File: src/rtl/cwff_regs.vh
`ifndef CWFF_REGS_VH
`define CWFF_REGS_VH

// ----------------------------------------------------------------
// register indices (byte address is four times the index)
// ----------------------------------------------------------------
`define CWFF_IDX_WAKE_CFG   6'h18
`define CWFF_IDX_EXT_MASK   6'h19
`define CWFF_IDX_STD_MASK   6'h1a
`define CWFF_IDX_DATA_1_3   6'h1b
`define CWFF_IDX_DATA_4_6   6'h1c
`define CWFF_IDX_DATA_7_8   6'h1d
`define CWFF_IDX_EXT_REF    6'h30
`define CWFF_IDX_IRQ_STAT   6'h31
`define CWFF_IDX_IRQ_MASK   6'h32

// ----------------------------------------------------------------
// field positions
// ----------------------------------------------------------------
`define CWFF_CFG_ID_LSB     0
`define CWFF_CFG_ID_MSB     10
`define CWFF_CFG_DLC_LSB    12
`define CWFF_CFG_DLC_MSB    15
`define CWFF_CFG_IDE_BIT    22
`define CWFF_ST_WAKE        0
`define CWFF_ST_MISS        1

// ----------------------------------------------------------------
// reset values and limits
// ----------------------------------------------------------------
`define CWFF_RST_WORD       24'h000000
`define CWFF_RST_STD_MASK   11'h000
`define CWFF_RST_EXT_MASK   18'h00000
`define CWFF_RST_BYTE       8'h00
`define CWFF_RST_DLC        4'h0
`define CWFF_RST_IRQ        2'h0
`define CWFF_MAX_BYTES      4'h8

`endif

File: src/rtl/cwff_match.v
`timescale 1ns/10ps
`include "cwff_regs.vh"

// ----------------------------------------------------------------
// combinational wake-frame comparator
// ----------------------------------------------------------------
module cwff_match (
  // configuration
  input  wire        i_long_format_select,
  input  wire [10:0] i_reference_identifier,
  input  wire [17:0] i_reference_extension,
  input  wire [10:0] i_base_ignore_bits,
  input  wire [17:0] i_extension_ignore_bits,
  input  wire [3:0]  i_match_byte_count,
  input  wire [63:0] i_ref_bytes,
  // received frame
  input  wire        i_frame_ide,
  input  wire [28:0] i_frame_id,
  input  wire [3:0]  i_frame_dlc,
  input  wire [63:0] i_frame_data,
  // result
  output wire        o_hit
);

  wire [28:0] full_ref;
  wire [28:0] full_ign;
  wire [28:0] id_diff;
  wire [3:0]  used_bytes;
  wire [7:0]  byte_ok;
  wire        id_ok;

  // base part is the upper 11 bits, extension the lower 18
  assign full_ref = {i_reference_identifier,
                     i_reference_extension};
  assign full_ign = {i_base_ignore_bits,
                     i_extension_ignore_bits};
  // a set ignore bit drops that bit from the compare
  assign id_diff  = (full_ref ^ i_frame_id) & ~full_ign;

  // standard mode looks only at the base part of the identifier
  assign id_ok = i_long_format_select ?
                 (i_frame_ide & (id_diff == 29'h0)) :
                 (~i_frame_ide & (id_diff[28:18] == 11'h0));

  assign used_bytes = (i_match_byte_count > `CWFF_MAX_BYTES) ?
                      `CWFF_MAX_BYTES : i_match_byte_count;

  genvar k;
  generate
    for (k = 0; k < 8; k = k + 1) begin : g_byte
      assign byte_ok[k] = (used_bytes <= k) ||
        (i_ref_bytes[8*k+7:8*k] == i_frame_data[8*k+7:8*k]);
    end
  endgenerate

  assign o_hit = id_ok & (i_frame_dlc == i_match_byte_count) & (&byte_ok);

endmodule

File: src/rtl/cwff_top.v
// The APB register port was decided locally.
`timescale 1ns/10ps
`include "cwff_regs.vh"

module cwff_top (
  // clock and reset
  input  wire        i_clk,
  input  wire        i_sys_rst,
  // apb slave
  input  wire        i_psel,
  input  wire        i_penable,
  input  wire        i_pwrite,
  input  wire [7:0]  i_paddr,
  input  wire [31:0] i_pwdata,
  input  wire [3:0]  i_pstrb,
  output reg  [31:0] o_prdata,
  output reg         o_pready,
  output reg         o_pslverr,
  // received frame from the bus receiver
  input  wire        i_frame_valid,
  input  wire        i_frame_ide,
  input  wire [28:0] i_frame_id,
  input  wire [3:0]  i_frame_dlc,
  input  wire [63:0] i_frame_data,
  // events
  output reg         o_wake_frame_event,
  output reg         o_irq
);

  // ----------------------------------------------------------------
  // configuration state
  // ----------------------------------------------------------------
  reg  [10:0] base_ignore_bits;
  reg  [17:0] extension_ignore_bits;
  reg  [10:0] reference_identifier;
  reg  [17:0] reference_extension;
  reg  [3:0]  match_byte_count;
  reg         long_format_select;
  reg  [7:0]  ref_byte_one;
  reg  [7:0]  ref_byte_two;
  reg  [7:0]  ref_byte_three;
  reg  [7:0]  ref_byte_four;
  reg  [7:0]  ref_byte_five;
  reg  [7:0]  ref_byte_six;
  reg  [7:0]  ref_byte_seven;
  reg  [7:0]  ref_byte_eight;
  reg  [1:0]  irq_status;
  reg  [1:0]  irq_mask;

  // ----------------------------------------------------------------
  // bus decode
  // ----------------------------------------------------------------
  wire [5:0]  idx;
  wire        aligned;
  wire        setup;
  wire        access;
  wire        wr_ok;
  wire [23:0] next_word;
  wire [1:0]  set_evt;
  wire [1:0]  clr_evt;
  wire [1:0]  next_status;
  wire [1:0]  next_mask;
  wire [63:0] ref_bytes;
  wire        hit;

  assign idx     = i_paddr[7:2];
  assign aligned = (i_paddr[1:0] == 2'b00);
  assign setup   = i_psel & ~i_penable;
  assign access  = i_psel & i_penable & o_pready;
  assign wr_ok   = access & i_pwrite & aligned & is_mapped(idx);

  // ----------------------------------------------------------------
  // decode helpers
  // ----------------------------------------------------------------
  function is_mapped;
    input [5:0] a;
    begin
      case (a)
        `CWFF_IDX_WAKE_CFG,
        `CWFF_IDX_EXT_MASK,
        `CWFF_IDX_STD_MASK,
        `CWFF_IDX_DATA_1_3,
        `CWFF_IDX_DATA_4_6,
        `CWFF_IDX_DATA_7_8,
        `CWFF_IDX_EXT_REF,
        `CWFF_IDX_IRQ_STAT,
        `CWFF_IDX_IRQ_MASK: is_mapped = 1'b1;
        default:            is_mapped = 1'b0;
      endcase
    end
  endfunction

  // current content of a register word; reserved bits stay zero
  function [23:0] reg_word;
    input [5:0] a;
    begin
      case (a)
        `CWFF_IDX_WAKE_CFG: begin
          reg_word = `CWFF_RST_WORD;
          reg_word[`CWFF_CFG_IDE_BIT] = long_format_select;
          reg_word[`CWFF_CFG_DLC_MSB:`CWFF_CFG_DLC_LSB] =
            match_byte_count;
          reg_word[`CWFF_CFG_ID_MSB:`CWFF_CFG_ID_LSB] =
            reference_identifier;
        end
        `CWFF_IDX_EXT_MASK:
          reg_word = {6'h00, extension_ignore_bits};
        `CWFF_IDX_STD_MASK:
          reg_word = {13'h0000, base_ignore_bits};
        `CWFF_IDX_DATA_1_3:
          reg_word = {ref_byte_three, ref_byte_two, ref_byte_one};
        `CWFF_IDX_DATA_4_6:
          reg_word = {ref_byte_six, ref_byte_five, ref_byte_four};
        `CWFF_IDX_DATA_7_8:
          reg_word = {8'h00, ref_byte_eight, ref_byte_seven};
        `CWFF_IDX_EXT_REF:
          reg_word = {6'h00, reference_extension};
        `CWFF_IDX_IRQ_STAT:
          reg_word = {22'h000000, irq_status};
        `CWFF_IDX_IRQ_MASK:
          reg_word = {22'h000000, irq_mask};
        default:
          reg_word = `CWFF_RST_WORD;
      endcase
    end
  endfunction

  // byte-lane merge of write data into the old word
  function [23:0] lane_merge;
    input [23:0] old;
    input [31:0] d;
    input [3:0]  s;
    integer      b;
    begin
      lane_merge = old;
      for (b = 0; b < 3; b = b + 1) begin
        if (s[b]) begin
          lane_merge[8*b +: 8] = d[8*b +: 8];
        end
      end
    end
  endfunction

  assign next_word = lane_merge(reg_word(idx), i_pwdata, i_pstrb);

  // ----------------------------------------------------------------
  // write strobes, one per register word
  // ----------------------------------------------------------------
  wire        we_cfg;
  wire        we_ext_mask;
  wire        we_std_mask;
  wire        we_data_1_3;
  wire        we_data_4_6;
  wire        we_data_7_8;
  wire        we_ext_ref;
  wire        we_irq_stat;
  wire        we_irq_mask;

  assign we_cfg      = wr_ok & (idx == `CWFF_IDX_WAKE_CFG);
  assign we_ext_mask = wr_ok & (idx == `CWFF_IDX_EXT_MASK);
  assign we_std_mask = wr_ok & (idx == `CWFF_IDX_STD_MASK);
  assign we_data_1_3 = wr_ok & (idx == `CWFF_IDX_DATA_1_3);
  assign we_data_4_6 = wr_ok & (idx == `CWFF_IDX_DATA_4_6);
  assign we_data_7_8 = wr_ok & (idx == `CWFF_IDX_DATA_7_8);
  assign we_ext_ref  = wr_ok & (idx == `CWFF_IDX_EXT_REF);
  assign we_irq_stat = wr_ok & (idx == `CWFF_IDX_IRQ_STAT);
  assign we_irq_mask = wr_ok & (idx == `CWFF_IDX_IRQ_MASK);

  // a mask write reaches the line in the same cycle as a status change
  assign next_mask   = we_irq_mask ? next_word[1:0] : irq_mask;

  // ----------------------------------------------------------------
  // apb answer: no wait state, ready and data both registered
  // ----------------------------------------------------------------
  always @(posedge i_clk) begin
    if (i_sys_rst) begin
      o_pready  <= 1'b0;
      o_pslverr <= 1'b0;
    end else begin
      o_pready  <= setup;
      o_pslverr <= setup & ~(aligned & is_mapped(idx));
    end
  end

  // read data is zero outside a read access so a stale word never shows
  always @(posedge i_clk) begin
    if (i_sys_rst) begin
      o_prdata <= 32'h00000000;
    end else if (setup & ~i_pwrite) begin
      o_prdata <= {8'h00, reg_word(idx)};
    end else begin
      o_prdata <= 32'h00000000;
    end
  end

  // ----------------------------------------------------------------
  // writable registers, one process per register word
  // ----------------------------------------------------------------
  always @(posedge i_clk) begin
    if (i_sys_rst) begin
      long_format_select   <= 1'b0;
      match_byte_count     <= `CWFF_RST_DLC;
      reference_identifier <= `CWFF_RST_STD_MASK;
    end else if (we_cfg) begin
      long_format_select   <= next_word[`CWFF_CFG_IDE_BIT];
      match_byte_count     <=
        next_word[`CWFF_CFG_DLC_MSB:`CWFF_CFG_DLC_LSB];
      reference_identifier <=
        next_word[`CWFF_CFG_ID_MSB:`CWFF_CFG_ID_LSB];
    end
  end

  always @(posedge i_clk) begin
    if (i_sys_rst) begin
      extension_ignore_bits <= `CWFF_RST_EXT_MASK;
    end else if (we_ext_mask) begin
      extension_ignore_bits <= next_word[17:0];
    end
  end

  always @(posedge i_clk) begin
    if (i_sys_rst) begin
      base_ignore_bits <= `CWFF_RST_STD_MASK;
    end else if (we_std_mask) begin
      base_ignore_bits <= next_word[10:0];
    end
  end

  always @(posedge i_clk) begin
    if (i_sys_rst) begin
      ref_byte_one   <= `CWFF_RST_BYTE;
      ref_byte_two   <= `CWFF_RST_BYTE;
      ref_byte_three <= `CWFF_RST_BYTE;
    end else if (we_data_1_3) begin
      ref_byte_one   <= next_word[7:0];
      ref_byte_two   <= next_word[15:8];
      ref_byte_three <= next_word[23:16];
    end
  end

  always @(posedge i_clk) begin
    if (i_sys_rst) begin
      ref_byte_four <= `CWFF_RST_BYTE;
      ref_byte_five <= `CWFF_RST_BYTE;
      ref_byte_six  <= `CWFF_RST_BYTE;
    end else if (we_data_4_6) begin
      ref_byte_four <= next_word[7:0];
      ref_byte_five <= next_word[15:8];
      ref_byte_six  <= next_word[23:16];
    end
  end

  always @(posedge i_clk) begin
    if (i_sys_rst) begin
      ref_byte_seven <= `CWFF_RST_BYTE;
      ref_byte_eight <= `CWFF_RST_BYTE;
    end else if (we_data_7_8) begin
      ref_byte_seven <= next_word[7:0];
      ref_byte_eight <= next_word[15:8];
    end
  end

  // the extension reference sits in a word of its own
  always @(posedge i_clk) begin
    if (i_sys_rst) begin
      reference_extension <= `CWFF_RST_EXT_MASK;
    end else if (we_ext_ref) begin
      reference_extension <= next_word[17:0];
    end
  end

  always @(posedge i_clk) begin
    if (i_sys_rst) begin
      irq_mask <= `CWFF_RST_IRQ;
    end else begin
      irq_mask <= next_mask;
    end
  end

  // ----------------------------------------------------------------
  // frame compare
  // ----------------------------------------------------------------
  assign ref_bytes = {ref_byte_eight, ref_byte_seven,
                      ref_byte_six,   ref_byte_five,
                      ref_byte_four,  ref_byte_three,
                      ref_byte_two,   ref_byte_one};

  cwff_match u_match (
    .i_long_format_select    (long_format_select),
    .i_reference_identifier  (reference_identifier),
    .i_reference_extension   (reference_extension),
    .i_base_ignore_bits      (base_ignore_bits),
    .i_extension_ignore_bits (extension_ignore_bits),
    .i_match_byte_count      (match_byte_count),
    .i_ref_bytes             (ref_bytes),
    .i_frame_ide             (i_frame_ide),
    .i_frame_id              (i_frame_id),
    .i_frame_dlc             (i_frame_dlc),
    .i_frame_data            (i_frame_data),
    .o_hit                   (hit)
  );

  // ----------------------------------------------------------------
  // events and interrupt
  // ----------------------------------------------------------------
  assign set_evt[`CWFF_ST_WAKE] = i_frame_valid & hit;
  assign set_evt[`CWFF_ST_MISS] = i_frame_valid & ~hit;

  // write-one-to-clear; a clear only reaches lane 0
  assign clr_evt = (we_irq_stat & i_pstrb[0]) ? i_pwdata[1:0] : 2'b00;

  // a new event in the clear cycle survives the clear
  genvar e;
  generate
    for (e = 0; e < 2; e = e + 1) begin : g_evt
      assign next_status[e] = set_evt[e] | (irq_status[e] & ~clr_evt[e]);
    end
  endgenerate

  always @(posedge i_clk) begin
    if (i_sys_rst) begin
      irq_status <= `CWFF_RST_IRQ;
    end else begin
      irq_status <= next_status;
    end
  end

  always @(posedge i_clk) begin
    if (i_sys_rst) begin
      o_wake_frame_event <= 1'b0;
      o_irq              <= 1'b0;
    end else begin
      o_wake_frame_event <= set_evt[`CWFF_ST_WAKE];
      // built from next values so the line tracks status without lag
      o_irq              <= |(next_status & next_mask);
    end
  end

endmodule

File: config.mk
export PLATFORM = sky130hd
export DESIGN_NAME = cwff_top
export DESIGN_NICKNAME = d
export VERILOG_FILES = /design/src/rtl/cwff_match.v /design/src/rtl/cwff_top.v
export VERILOG_INCLUDE_DIRS = /design/src /design/src/rtl
export SDC_FILE = /design/constraint.sdc
export NUM_CORES = 1
export LEC_CHECK = 0
export BUFFER_PORTS_ARGS = -buffer_cell sky130_fd_sc_hd__buf_2
export CORE_ASPECT_RATIO = 1.75
export CORE_MARGIN = 2
export CORE_UTILIZATION = 50
export DETAILED_ROUTE_END_ITERATION = 6
export MAX_ROUTING_LAYER = met4
export PLACE_DENSITY = 0.75
export SYNTH_ARGS = -nofsm -noshare
export SYNTH_HDL_FRONTEND = slang
export SYNTH_HIERARCHICAL = 1
export SYNTH_SLANG_ARGS = --single-unit
File: constraint.sdc
create_clock -name i_clk -period 5.2 [get_ports i_clk]
set_input_delay 1.04 -clock i_clk [delete_from_list [all_inputs] [get_ports i_clk]]
set_output_delay 1.04 -clock i_clk [all_outputs]
set_load 0.01 [all_outputs]
Yosys cells after proc, flatten, opt, wreduce, memory -nomap -nowiden
Cells that the tools add are included.
Widths: inputs -> output; s select.
- bits in registers: 167
- bits of input ports: 148
- output and inout port bits: 36
- logic and storage cells: 115
- magnitude comparators: 9
- eq/ne operators: 18
- multiplexer cells: 10
- bitwise gates (word level): 41
- reductions and logical operators: 15
- operators by type and width (kind ; number):
    $pmux 24 s9 ; 1
    $eq 8x8->1 ; 8
    $eq 6x5->1 const B ; 6
    $and 29x29->29 ; 1
    $logic_not 29->1 ; 1
    $not 29->29 ; 1
    $xor 29x29->29 ; 1
    $and 1x1->1 ; 27
    $mux 8 ; 3
    $eq 6x6->1 const B ; 3
    $le 4x3->1 const B ; 4
    $logic_not 11->1 ; 1
    $reduce_or 9->1 ; 1
    $le 4x1->1 const B ; 2
    $le 4x2->1 const B ; 2
    $logic_or 1x1->1 ; 8
    $not 1->1 ; 8
    $reduce_and 8->1 ; 1
    $eq 4x4->1 ; 1
    $gt 4x4->1 const B ; 1
    $mux 2 ; 2
    $mux 4 ; 1
    $reduce_or 2->1 ; 2
    $mux 1 ; 3
    other kinds (3) ; 4

Logic depth before layout (Yosys ltp)
Gate-level depths: netlist (run 1).
- depth in word-level cells: 13
- depth in mapped cells: 12
- depth with buffers taken out: 11

By module
Netlist (run 1), hierarchy kept.
- by module, submodules not included (module ; times used ; cells each ; area an instance (um^2) ; seq. area each (um^2)):
    cwff_top ; 1 ; 819 ; 6990.5 ; 3183.1
    cwff_match ; 1 ; 155 ; 1198.6 ; 0.0

Worst setup path after synthesis (run 1)
Ideal clock, no wire load.
- kind: input port to flip-flop
- start point: input i_frame_data[17]
- end point: register o_irq
- library setup time: 0.059 ns
- arrival time: 2.725 ns
- data required time: 5.141 ns
- setup slack: 2.416 ns
- stages on the path: 11
- cell sequence: xnor2_1 nand4_1 nor4_1 o211ai_1 a2111o_1 a21oi_2 nand3b_1 a21boi_0 a31oi_1 o2111ai_1 nand2_1
- cells in the longest elaborated chain, start to end: 9
- RTL lines (element ; RTL line ; RTL):
    start: declaration ; cwff_top.v:24 ; input wire [63:0] i_frame_data,
    $eq 8x8->1 (*) ; cwff_match.v:52 ; (i_ref_bytes[8*k+7:8*k] == i_frame_data[8*k+7:8*k]);
    $logic_or 1x1->1 (*) ; cwff_match.v:51 ; assign byte_ok[k] = (used_bytes <= k) ||
    $reduce_and 8->1 (*) ; cwff_match.v:56 ; assign o_hit = id_ok & (i_frame_dlc == i_match_byte_count) & (&byte_ok);
    $and 1x1->1 (*) ; cwff_match.v:56 ;
    named net hit ; cwff_top.v:64 ; wire hit;
    $not 1->1 ; cwff_top.v:307 ; assign set_evt[`CWFF_ST_MISS] = i_frame_valid & ~hit;
    $and 1x1->1 ; cwff_top.v:307 ;
    $or 1x1->1 ; cwff_top.v:316 ; assign next_status[e] = set_evt[e] | (irq_status[e] & ~clr_evt[e]);
    $and 2x2->2 (*) ; cwff_top.v:335 ; o_irq <= |(next_status & next_mask);
    $reduce_or 2->1 (*) ; cwff_top.v:335 ;
    end signal: assignment ; cwff_top.v:335 ;
    end: declaration ; cwff_top.v:27 ; output reg o_irq
Mark *: on every way through the listed nets, which the timed path passes. The rest lies on a longest branch.
A chain may end at the register's enable or synchronous reset.

Worst setup path in the final report (run 1)
- start point: input i_frame_data[24]
- end point: register o_irq
The elaborated chain is that of the path after synthesis.

==> results.sh, run 1 <==
export IMPL_status="finished, final reports clean"
export IMPL_synth_seq_cells=159
export IMPL_rsz0062_at_grt="no"
export IMPL_ant_nets=0
export IMPL_cap_viol_max_count=0
export IMPL_antenna_found_initial=0
export IMPL_ios=184
export IMPL_cts_buffer_depth=2
export IMPL_final_cells=1319
export IMPL_root_buffer="clkbuf_16"
export IMPL_grt_pass1_vias=8290
export IMPL_dr_pass1_iters=5
export IMPL_drtIter0Drc=894
export IMPL_postCtsSetupRepairBufs=0
export IMPL_place_ws_ns=1.63
export IMPL_fmax_mhz=302
export IMPL_worst_slack_ns=1.88
export IMPL_r2r_cells=11
export IMPL_synth_edf_count=0
export IMPL_postSynthAreaPerCell_sq_um=8.41
export IMPL_die_area_sq_um=17500
export IMPL_worstMarginPinSlew_ns=1.07
export IMPL_hold_violations=0
export IMPL_crit_required_ns=5.58
export IMPL_fin_crit_sh_pct=63.8
export IMPL_grt_max_degree=83
export IMPL_ys_warnings_count=6
export IMPL_synthFlopType="dfxtp_1"
export IMPL_r2r_end="o_irq$_SDFF_PP0_"
export IMPL_via_count=8523
export IMPL_die_h_um=173
export IMPL_worstSetupPathType="in -> reg"
export IMPL_ir_drop_uv=195
export IMPL_start_util_pct=51.3
export IMPL_port_buffers=166
export IMPL_finalSetupViolations=0
export IMPL_start_kind="primary input"
export IMPL_p_leak_nw=3.46
export IMPL_worst_r2r_startpoint="ref_byte_four[6]$_SDFFE_PP0P_"
export IMPL_p_per_area_nw_per_um2=279
export IMPL_clk_pin_slew_ns=0.07
export IMPL_grt_pass1_wl_um=44600
export IMPL_diodes=0
export IMPL_grt_ovfl_total=0
export IMPL_cp_max_fo=3
export IMPL_hold_path_class="reg -> reg"
export IMPL_syn_area_sq_um=8190
export IMPL_cts_buffers=17
export IMPL_crit_path_end="o_irq$_SDFF_PP0_"
export IMPL_gr_usage_all_layers_pct=34.4
export IMPL_final_cell_mix="buf_2 (166), dfxtp_1 (159), nand3_1 (120), nand2_1 (116), xnor2_1 (89)"
export IMPL_place_congestion=0.994
export IMPL_layout_nets=1265
export IMPL_period_needed_ns=3.32
export IMPL_wl_um=29400
export IMPL_synth_distinct_cells=65
export IMPL_cp_startpoint="i_frame_data[24]"
export IMPL_cp_data_arrival_time_ns=3.69
export IMPL_cts_tree="done"
export IMPL_dp_cells=1287
export IMPL_netlist_instances=974
export IMPL_rrSetupSlack_ns=2.28
export IMPL_htree_levels=4
export IMPL_avgRoutedWirePerCell_um=22.3
export IMPL_drv_slew=0
export IMPL_final_common_cell="buf_2"
export IMPL_fin_skew_ns=0.0134
export IMPL_crit_path_end_kind="flop"
export IMPL_drc=0
export IMPL_die_x_um=101
export IMPL_hpwl_um=21000
export IMPL_yosysSeqAreaShare_pct=38.9
export IMPL_fp_coreArea_sq_um=16000
export IMPL_area_growth_pct=18.5
export IMPL_synthArstFlopShare_pct=0
export IMPL_cts_sinks=159
export IMPL_tns_ns=0
export IMPL_postCtsHoldBufs=0
export IMPL_viasPerCell=6.46
export IMPL_max_slew_margin_rel_pct=28.4
export IMPL_num_rows=61
export IMPL_drive_gt1_share_pct=22.8
export IMPL_clock_latency_ns=0.44
export IMPL_cts_repair_resized=0
==> cell families after synthesis <==
kind of cell	Yosys count	synth area share [%]
AOI/OAI and AO/OA	244	19.1
xor gates and xnor gates	97	10.4
buffers and inverters	81	4.84
DFF	159	38.9
muxes	18	3.25
other	1	0.0458
and+or+nand+nor	374	23.5
==> worst max-delay path, stage by stage <==
cell and delay [ns]:
buf_2 0.11, xnor2_1 0.31, nand4_1 0.21, nor4_1 0.47, o211ai_1 0.14, a2111o_1 0.39
a21oi_2 0.23, nand3b_1 0.16, a21boi_0 0.15, a31oi_1 0.23, o2111ai_1 0.14, nand2_1 0.08
==> registers in the layout, summed over array words and instances (netlist names), 11 cells and up <==
name and flops:
o_prdata 24, reference_identifier 11, base_ignore_bits 11, extension_ignore_bits 18, reference_extension 18
==> synthesized netlist by cell type (5+ instances only) <==
library cell / n / share of area (%)
o22ai_1: 22 / 1.7
o21ai_0: 79 / 4.8
nand3_1: 120 / 7.3
nor4_4: 5 / 1.3
a221o_1: 7 / 0.86
mux2_2: 9 / 1.2
buf_1: 6 / 0.27
a31oi_1: 12 / 0.92
nand2b_1: 10 / 0.76
and3_1: 7 / 0.53
o221ai_1: 11 / 1.2
nor2_1: 45 / 2.1
o21a_1: 7 / 0.64
nor2b_1: 6 / 0.46
inv_1: 7 / 0.32
buf_2: 14 / 0.86
mux4_2: 6 / 1.7
nor4_1: 11 / 0.84
nor3_1: 7 / 0.43
nand4_1: 21 / 1.6
a22o_1: 9 / 0.96
nand2_1: 116 / 5.3
a311oi_1: 6 / 0.64
xor2_1: 8 / 0.86
xnor2_1: 89 / 9.5
a21oi_1: 46 / 2.8
clkbuf_1: 36 / 1.7
buf_4: 12 / 1.1
o21ai_1: 11 / 0.67
dfxtp_1: 159 / 39
==> worst min-delay path by stage <==
stage                                                from                                    end  slack (ns)  depth (start not counted)
floorplan                          irq_mask[0]$_SDFF_PP0_                 irq_mask[0]$_SDFF_PP0_        0.44                          2
global placement         base_ignore_bits[5]$_SDFFE_PP0P_       base_ignore_bits[5]$_SDFFE_PP0P_        0.46                          2
detailed placement   reference_identifier[5]$_SDFFE_PP0P_   reference_identifier[5]$_SDFFE_PP0P_        0.47                          2
CTS                      base_ignore_bits[5]$_SDFFE_PP0P_       base_ignore_bits[5]$_SDFFE_PP0P_        0.48                          2
global route                 ref_byte_six[5]$_SDFFE_PP0P_           ref_byte_six[5]$_SDFFE_PP0P_        0.50                          2
finish              extension_ignore_bits[3]$_SDFFE_PP0P_  extension_ignore_bits[3]$_SDFFE_PP0P_        0.48                          2
==> where the power goes <==
| group | internal [mW] | total, mW | switching, mW |
|---|---|---|---|
| registers | 1.22 | 1.22 | 0.000759 |
| logic | 0.0927 | 0.240 | 0.147 |
| clock network | 0.646 | 1.25 | 0.608 |
==> layer usage <==
| layer | vias up | wire length (um) | part of all wire (%) | GRT usage, % |
|---|---|---|---|---|
| li1 | 3827 | - | - | - |
| met1 | 3952 | 10400 | 35 | 38.2 |
| met2 | 591 | 14400 | 49 | 56.7 |
| met3 | 153 | 2580 | 8.8 | 4.96 |
| met4 | 0 | 2060 | 7.0 | 21.6 |
| met5 | - | 0 | 0 | - |
==> area by class of cell <==
type                    count  area, sq um
fillers                  1465         6240
multi-input cells         741         4650
flip-flops and latches    159         3180
repair buffers            189         1020
clock buffers              17          425
well taps                 189          236
clock inverters            15          163
inverters                   9         33.8
==> metrics by stage <==
step	total power [mW]	utilization [%]	area [sq um]	hold slack [ns]
finish	2.71	60.9	9710	0.479
global route	2.78	60.9	9710	0.501
CTS	2.71	60.9	9710	0.479
detailed placement	1.48	57.2	9120	0.469
global placement	1.48	57.2	9120	0.460
floorplan	1.37	-	8220	0.441
No activity file was read; power rests on OpenSTA's default activity.
==> inputs of run 2 (changes only) <==
- CORE_UTILIZATION: 50 -> 49
- PLACE_DENSITY: 0.75 -> 0.76
- clock period: 5.2 -> 2.7 ns (I/O delays scaled with it)
==> results.sh, run 2 (synthesis results as in run 1) <==
export IMPL_largest_register_ffs=24
export IMPL_place_ws_ns=-0.320
export IMPL_cap_viol_max_count=0
export IMPL_tns_ns=-0.0418
export IMPL_cts_tree="done"
export IMPL_cts_buffers=17
export IMPL_seq_area_sq_um=3190
export IMPL_violations="design-rule violations, negative setup slack"
export IMPL_status="finished, violations left"
export IMPL_viasPerCell=6.10
export IMPL_drc=2
export IMPL_dr_pass1_iters=7
export IMPL_root_buffer="clkbuf_16"
export IMPL_largestRegisters="o_prdata: 24 flops, extension_ignore_bits: 18 flops, reference_extension: 18 flops"
export IMPL_gr_usage_all_layers_pct=34.3
export IMPL_diodes=0
export IMPL_antenna_found_initial=0
export IMPL_die_x_um=102
export IMPL_power_mw=5.33
export IMPL_fin_skew_ns=0.0112
export IMPL_worstSetupPathType="reg -> reg"
export IMPL_grt_pass1_vias=8335
export IMPL_path_common_cell="nand2_1"
export IMPL_period_needed_ns=2.74
export IMPL_start_kind="flop"
export IMPL_hpwl_um=22300
export IMPL_grt_max_degree=30
export IMPL_cp_startpoint="ref_byte_three[7]$_SDFFE_PP0P_"
export IMPL_cts_buffer_depth=2
export IMPL_fmax_mhz=365
export IMPL_final_cells=1413
export IMPL_hold_path_startpoint="i_penable"
export IMPL_worst_r2r_startpoint="ref_byte_three[7]$_SDFFE_PP0P_"
export IMPL_die_h_um=175
export IMPL_port_buffers=166
export IMPL_cp_slowest_cell="a2111o_1"
export IMPL_multiInputGateArea_sq_um=4680
export IMPL_start_util_pct=50.0
export IMPL_p_per_area_nw_per_um2=520
export IMPL_htree_levels=4
export IMPL_wl_um=29900
export IMPL_fin_area_sq_um=10300
export IMPL_hold_violations=0
export IMPL_avgRoutedWirePerCell_um=21.1
export IMPL_drive_gt1_share_pct=27.3
export IMPL_place_area_sq_um=9620
export IMPL_fin_crit_sh_pct=102
export IMPL_regMostFlops="o_prdata"
export IMPL_ant_nets=0
export IMPL_rsz0062_at_grt="yes"
export IMPL_grt_ovfl_total=0
export IMPL_grt_pass1_wl_um=45100
export IMPL_cp_data_arrival_time_ns=3.11
export IMPL_hold_path_class="in -> reg"
export IMPL_crit_required_ns=3.07
export IMPL_clock_latency_ns=0.43
export IMPL_dp_cells=1381
export IMPL_final_common_cell="buf_2"
export IMPL_die_area_sq_um=17800
export IMPL_clk_pin_slew_ns=0.07
export IMPL_ios=184
export IMPL_cts_sinks=159
export IMPL_p_leak_nw=3.77
export IMPL_crit_path_end_kind="flop"
export IMPL_layout_nets=1325
export IMPL_worst_slack_ns=-0.0418
export IMPL_fp_coreArea_sq_um=16400
export IMPL_area_growth_pct=25.3
export IMPL_max_stage_delay_ns=0.45
export IMPL_ir_drop_uv=400
export IMPL_final_cell_mix="buf_2 (166), dfxtp_1 (154), nand3_1 (120), nand2_1 (116), xnor2_1 (87)"
export IMPL_num_rows=62
export IMPL_cp_max_fo=3
export IMPL_max_slew_margin_rel_pct=25.9
export IMPL_cp_cell_sequence="xnor2_1 > nand4_1 > o21ai_0 > nand2_1 > a2111o_1 > a21oi_4 > nand3b_1 > a21boi_0 > a31oi_1 > o2111ai_1 > nand2_1"
export IMPL_finalSetupViolations=1
export IMPL_place_congestion=0.971
export IMPL_drv_slew=0
export IMPL_via_count=8619
export IMPL_drtIter0Drc=844
export IMPL_fill_cells=1486
export IMPL_worstMarginPinSlew_ns=1.09
-- run 2: critical path, delay by kind of cell (launching register included) --
kind / cells / cell delay, ns
compound gates: 6 / 1.59
simple gates: 4 / 0.57
flops: 1 / 0.40
xor+xnor: 1 / 0.14
-- run 2: metal layers --
layer / share of wire, % / global-route usage, % / wire length, um / vias to the layer above
met4: 6.6 / 22.0 / 1980 / 0
met3: 8.5 / 5.88 / 2530 / 134
met1: 36 / 38.0 / 10700 / 3991
met2: 49 / 55.7 / 14700 / 543
li1: - / - / - / 3951
met5: 0 / - / 0 / -
-- run 2: power breakdown --
group	switching [mW]	leakage (nW)	internal, mW
clock	1.09	0.288	1.40
sequential	0.00131	1.28	2.35
combinational	0.291	2.20	0.212
total	1.38	3.77	3.95
-- run 2: per-stage QoR --
| stage | hold WS (ns) | util [%] |
|---|---|---|
| after detailed placement | 0.471 | 58.8 |
| after floorplan | 0.441 | - |
| final | 0.326 | 62.7 |
| after global routing | 0.336 | 62.7 |
| after CTS | 0.318 | 62.5 |
| after global placement | 0.459 | 58.8 |
-- run 2: final timing paths --
path / end / depth (start not counted) / slack, ns
min: o_pready$_SDFF_PP0_ / 2 / 0.33
max reg2reg: o_irq$_SDFF_PP0_ / 11 / -0.04
max: o_irq$_SDFF_PP0_ / 11 / -0.04
min reg2reg: ref_byte_one[3]$_SDFFE_PP0P_ / 2 / 0.48
-- run 2: cell type report --
type / count / area share [%]
clock buffer: 17 / 4.15
clock inverter: 14 / 1.66
inverter: 9 / 0.329
multi-input combinational: 741 / 45.6
sequential: 159 / 31.1
tap: 224 / 2.73
timing repair buffer: 249 / 14.4
-- run 2: what timing repair did --
action                                  4_1_cts  5_1_grt
resized for setup                             3        6
buffers inserted                              0        1
endpoints found under the setup margin        1        1
pin swaps                                     3        4
hold buffers                                  0        0
==> inputs of run 3 (changes only) <==
- BUFFER_PORTS_ARGS: -buffer_cell sky130_fd_sc_hd__buf_2 -> default
- CORE_UTILIZATION: 49 -> 50
- DONT_BUFFER_PORTS: default -> 1
- PLACE_DENSITY: 0.76 -> 0.68
==> results.sh, run 3 (synthesis results as in run 1) <==
export IMPL_cts_buffers=17
export IMPL_cp_data_arrival_time_ns=3.02
export IMPL_final_util_pct=58.8
export IMPL_r2r_end="o_irq$_SDFF_PP0_"
export IMPL_wl_um=29500
export IMPL_grt_pass1_wl_um=44100
export IMPL_dr_pass1_iters=5
export IMPL_ant_nets=0
export IMPL_place_congestion=1.00
export IMPL_grt_ovfl_total=0
export IMPL_final_common_cell="dfxtp_1"
export IMPL_start_kind="flop"
export IMPL_worstHoldEndpoint="irq_mask[0]$_SDFF_PP0_"
export IMPL_crit_path_end_kind="flop"
export IMPL_postCtsHoldBufs=0
export IMPL_rrSetupSlack_ns=0.06
export IMPL_fmax_mhz=378
export IMPL_antenna_found_initial=0
export IMPL_hpwl_um=21600
export IMPL_worstMarginPinSlew_ns=0.852
export IMPL_port_buffers=0
export IMPL_max_slew_margin_rel_pct=42.8
export IMPL_ir_drop_uv=430
export IMPL_cp_max_fo=3
export IMPL_avgRoutedWirePerCell_um=24.5
export IMPL_drive_gt1_share_pct=15.2
export IMPL_finalSetupViolations=0
export IMPL_place_area_sq_um=8690
export IMPL_tns_ns=0
export IMPL_hold_path_startpoint="i_sys_rst"
export IMPL_die_h_um=173
export IMPL_diodes=0
export IMPL_via_count=7961
export IMPL_die_x_um=101
export IMPL_dp_cells=1171
export IMPL_ios=184
export IMPL_cts_tree="done"
export IMPL_clk_pin_slew_ns=0.07
export IMPL_fill_cells=1467
export IMPL_grt_max_degree=52
export IMPL_final_cell_mix="dfxtp_1 (153), nand3_1 (120), nand2_1 (116), xnor2_1 (86), o21ai_0 (79)"
export IMPL_start_util_pct=51.3
export IMPL_regMostFlops="o_prdata"
export IMPL_grt_pass1_vias=7695
export IMPL_layout_nets=1150
export IMPL_hold_violations=0
export IMPL_die_area_sq_um=17500
export IMPL_largest_register_ffs=24
export IMPL_holdPathStages=1
export IMPL_fin_skew_ns=0.0112
export IMPL_htree_levels=4
export IMPL_root_buffer="clkbuf_16"
export IMPL_drc=0
export IMPL_status="finished, final reports clean"
export IMPL_drv_slew=0
export IMPL_seq_area_sq_um=3190
export IMPL_p_per_area_nw_per_um2=561
export IMPL_cts_buffer_depth=2
export IMPL_fin_crit_sh_pct=97.9
export IMPL_p_leak_nw=3.06
export IMPL_gr_usage_all_layers_pct=34.7
export IMPL_area_growth_pct=14.5
export IMPL_viasPerCell=6.61
export IMPL_r2r_cells=11
export IMPL_drtIter0Drc=753
export IMPL_period_needed_ns=2.64
export IMPL_worstSetupPathType="reg -> reg"
export IMPL_largestRegisters="o_prdata: 24 flops, extension_ignore_bits: 18 flops, reference_extension: 18 flops"
export IMPL_crit_required_ns=3.07
export IMPL_final_cells=1204
export IMPL_rsz0062_at_grt="yes"
export IMPL_multiInputGateArea_sq_um=4690
export IMPL_num_rows=61
export IMPL_hold_path_class="in -> reg"
export IMPL_worst_r2r_startpoint="ref_byte_one[3]$_SDFFE_PP0P_"
export IMPL_fin_area_sq_um=9370
export IMPL_fp_coreArea_sq_um=16000
export IMPL_clock_latency_ns=0.44
export IMPL_cts_sinks=159
export IMPL_cap_viol_max_count=0
run 3: how the worst max path moves through the flow:
stage | start | endpoint | slack, ns | cells past startpoint
after floorplan | i_frame_data[17] | o_irq$_SDFF_PP0_ | 0.42 | 11
after global placement | i_frame_data[23] | o_irq$_SDFF_PP0_ | -0.15 | 12
after detailed placement | i_frame_data[23] | o_irq$_SDFF_PP0_ | -0.21 | 12
after CTS | ref_byte_four[6]$_SDFFE_PP0P_ | o_irq$_SDFF_PP0_ | 0.02 | 12
after global routing | ref_byte_three[0]$_SDFFE_PP0P_ | o_irq$_SDFF_PP0_ | -0.03 | 12
final | ref_byte_one[3]$_SDFFE_PP0P_ | o_irq$_SDFF_PP0_ | 0.06 | 11
run 3: worst max-delay path: stages, from the launching register on:
cell       delay (ns)
dfxtp_1          0.33
xnor2_1          0.26
nand4_1          0.21
nor4_1           0.30
o211ai_1         0.13
a2111o_1         0.40
a21oi_4          0.18
nand3b_1         0.16
a21boi_1         0.18
a31oi_2          0.22
o2111ai_1        0.13
nand2_1          0.08
run 3: layout make-up:
class | count | share of cell area [%]
clock inverters | 14 | 2.00
well taps | 189 | 2.52
inverters | 9 | 0.360
clock buffers | 18 | 4.68
multi-input cells | 741 | 50.1
flip-flops and latches | 159 | 34.0
repair buffers | 74 | 6.33
run 3: per-layer routing:
layer  GRT usage (%)  share of wire [%]  vias to the layer above
met4            21.6                6.7                        0
li1                -                  -                     3604
met3            7.86                9.3                      116
met2            55.5                 49                      490
met5               -                  0                        -
met1            38.5                 36                     3751
run 3: what timing repair did:
item                       in CTS  in global routing
resized for setup               2                 11
setup buffers                   0                  1
setup endpoints to repair       1                  1
pin swaps                       2                  9
run 3: metrics by stage:
| stage | setup WS, ns | total power, mW | hold slack [ns] |
|---|---|---|---|
| 2_1_floorplan | 0.416 | 2.65 | 0.441 |
| 5_1_grt | -0.0324 | 5.39 | 0.173 |
| 3_5_place_dp | -0.206 | 2.71 | 0.460 |
| 3_3_place_gp | -0.148 | 2.70 | 0.455 |
| 4_1_cts | 0.0241 | 5.26 | 0.174 |
| 6_report | 0.0574 | 5.26 | 0.192 |
run 3: power by group:
| group | internal [mW] | switching [mW] |
|---|---|---|
| logic | 0.128 | 0.185 |
| registers | 2.35 | 0.00226 |
| clock network | 1.51 | 1.08 |
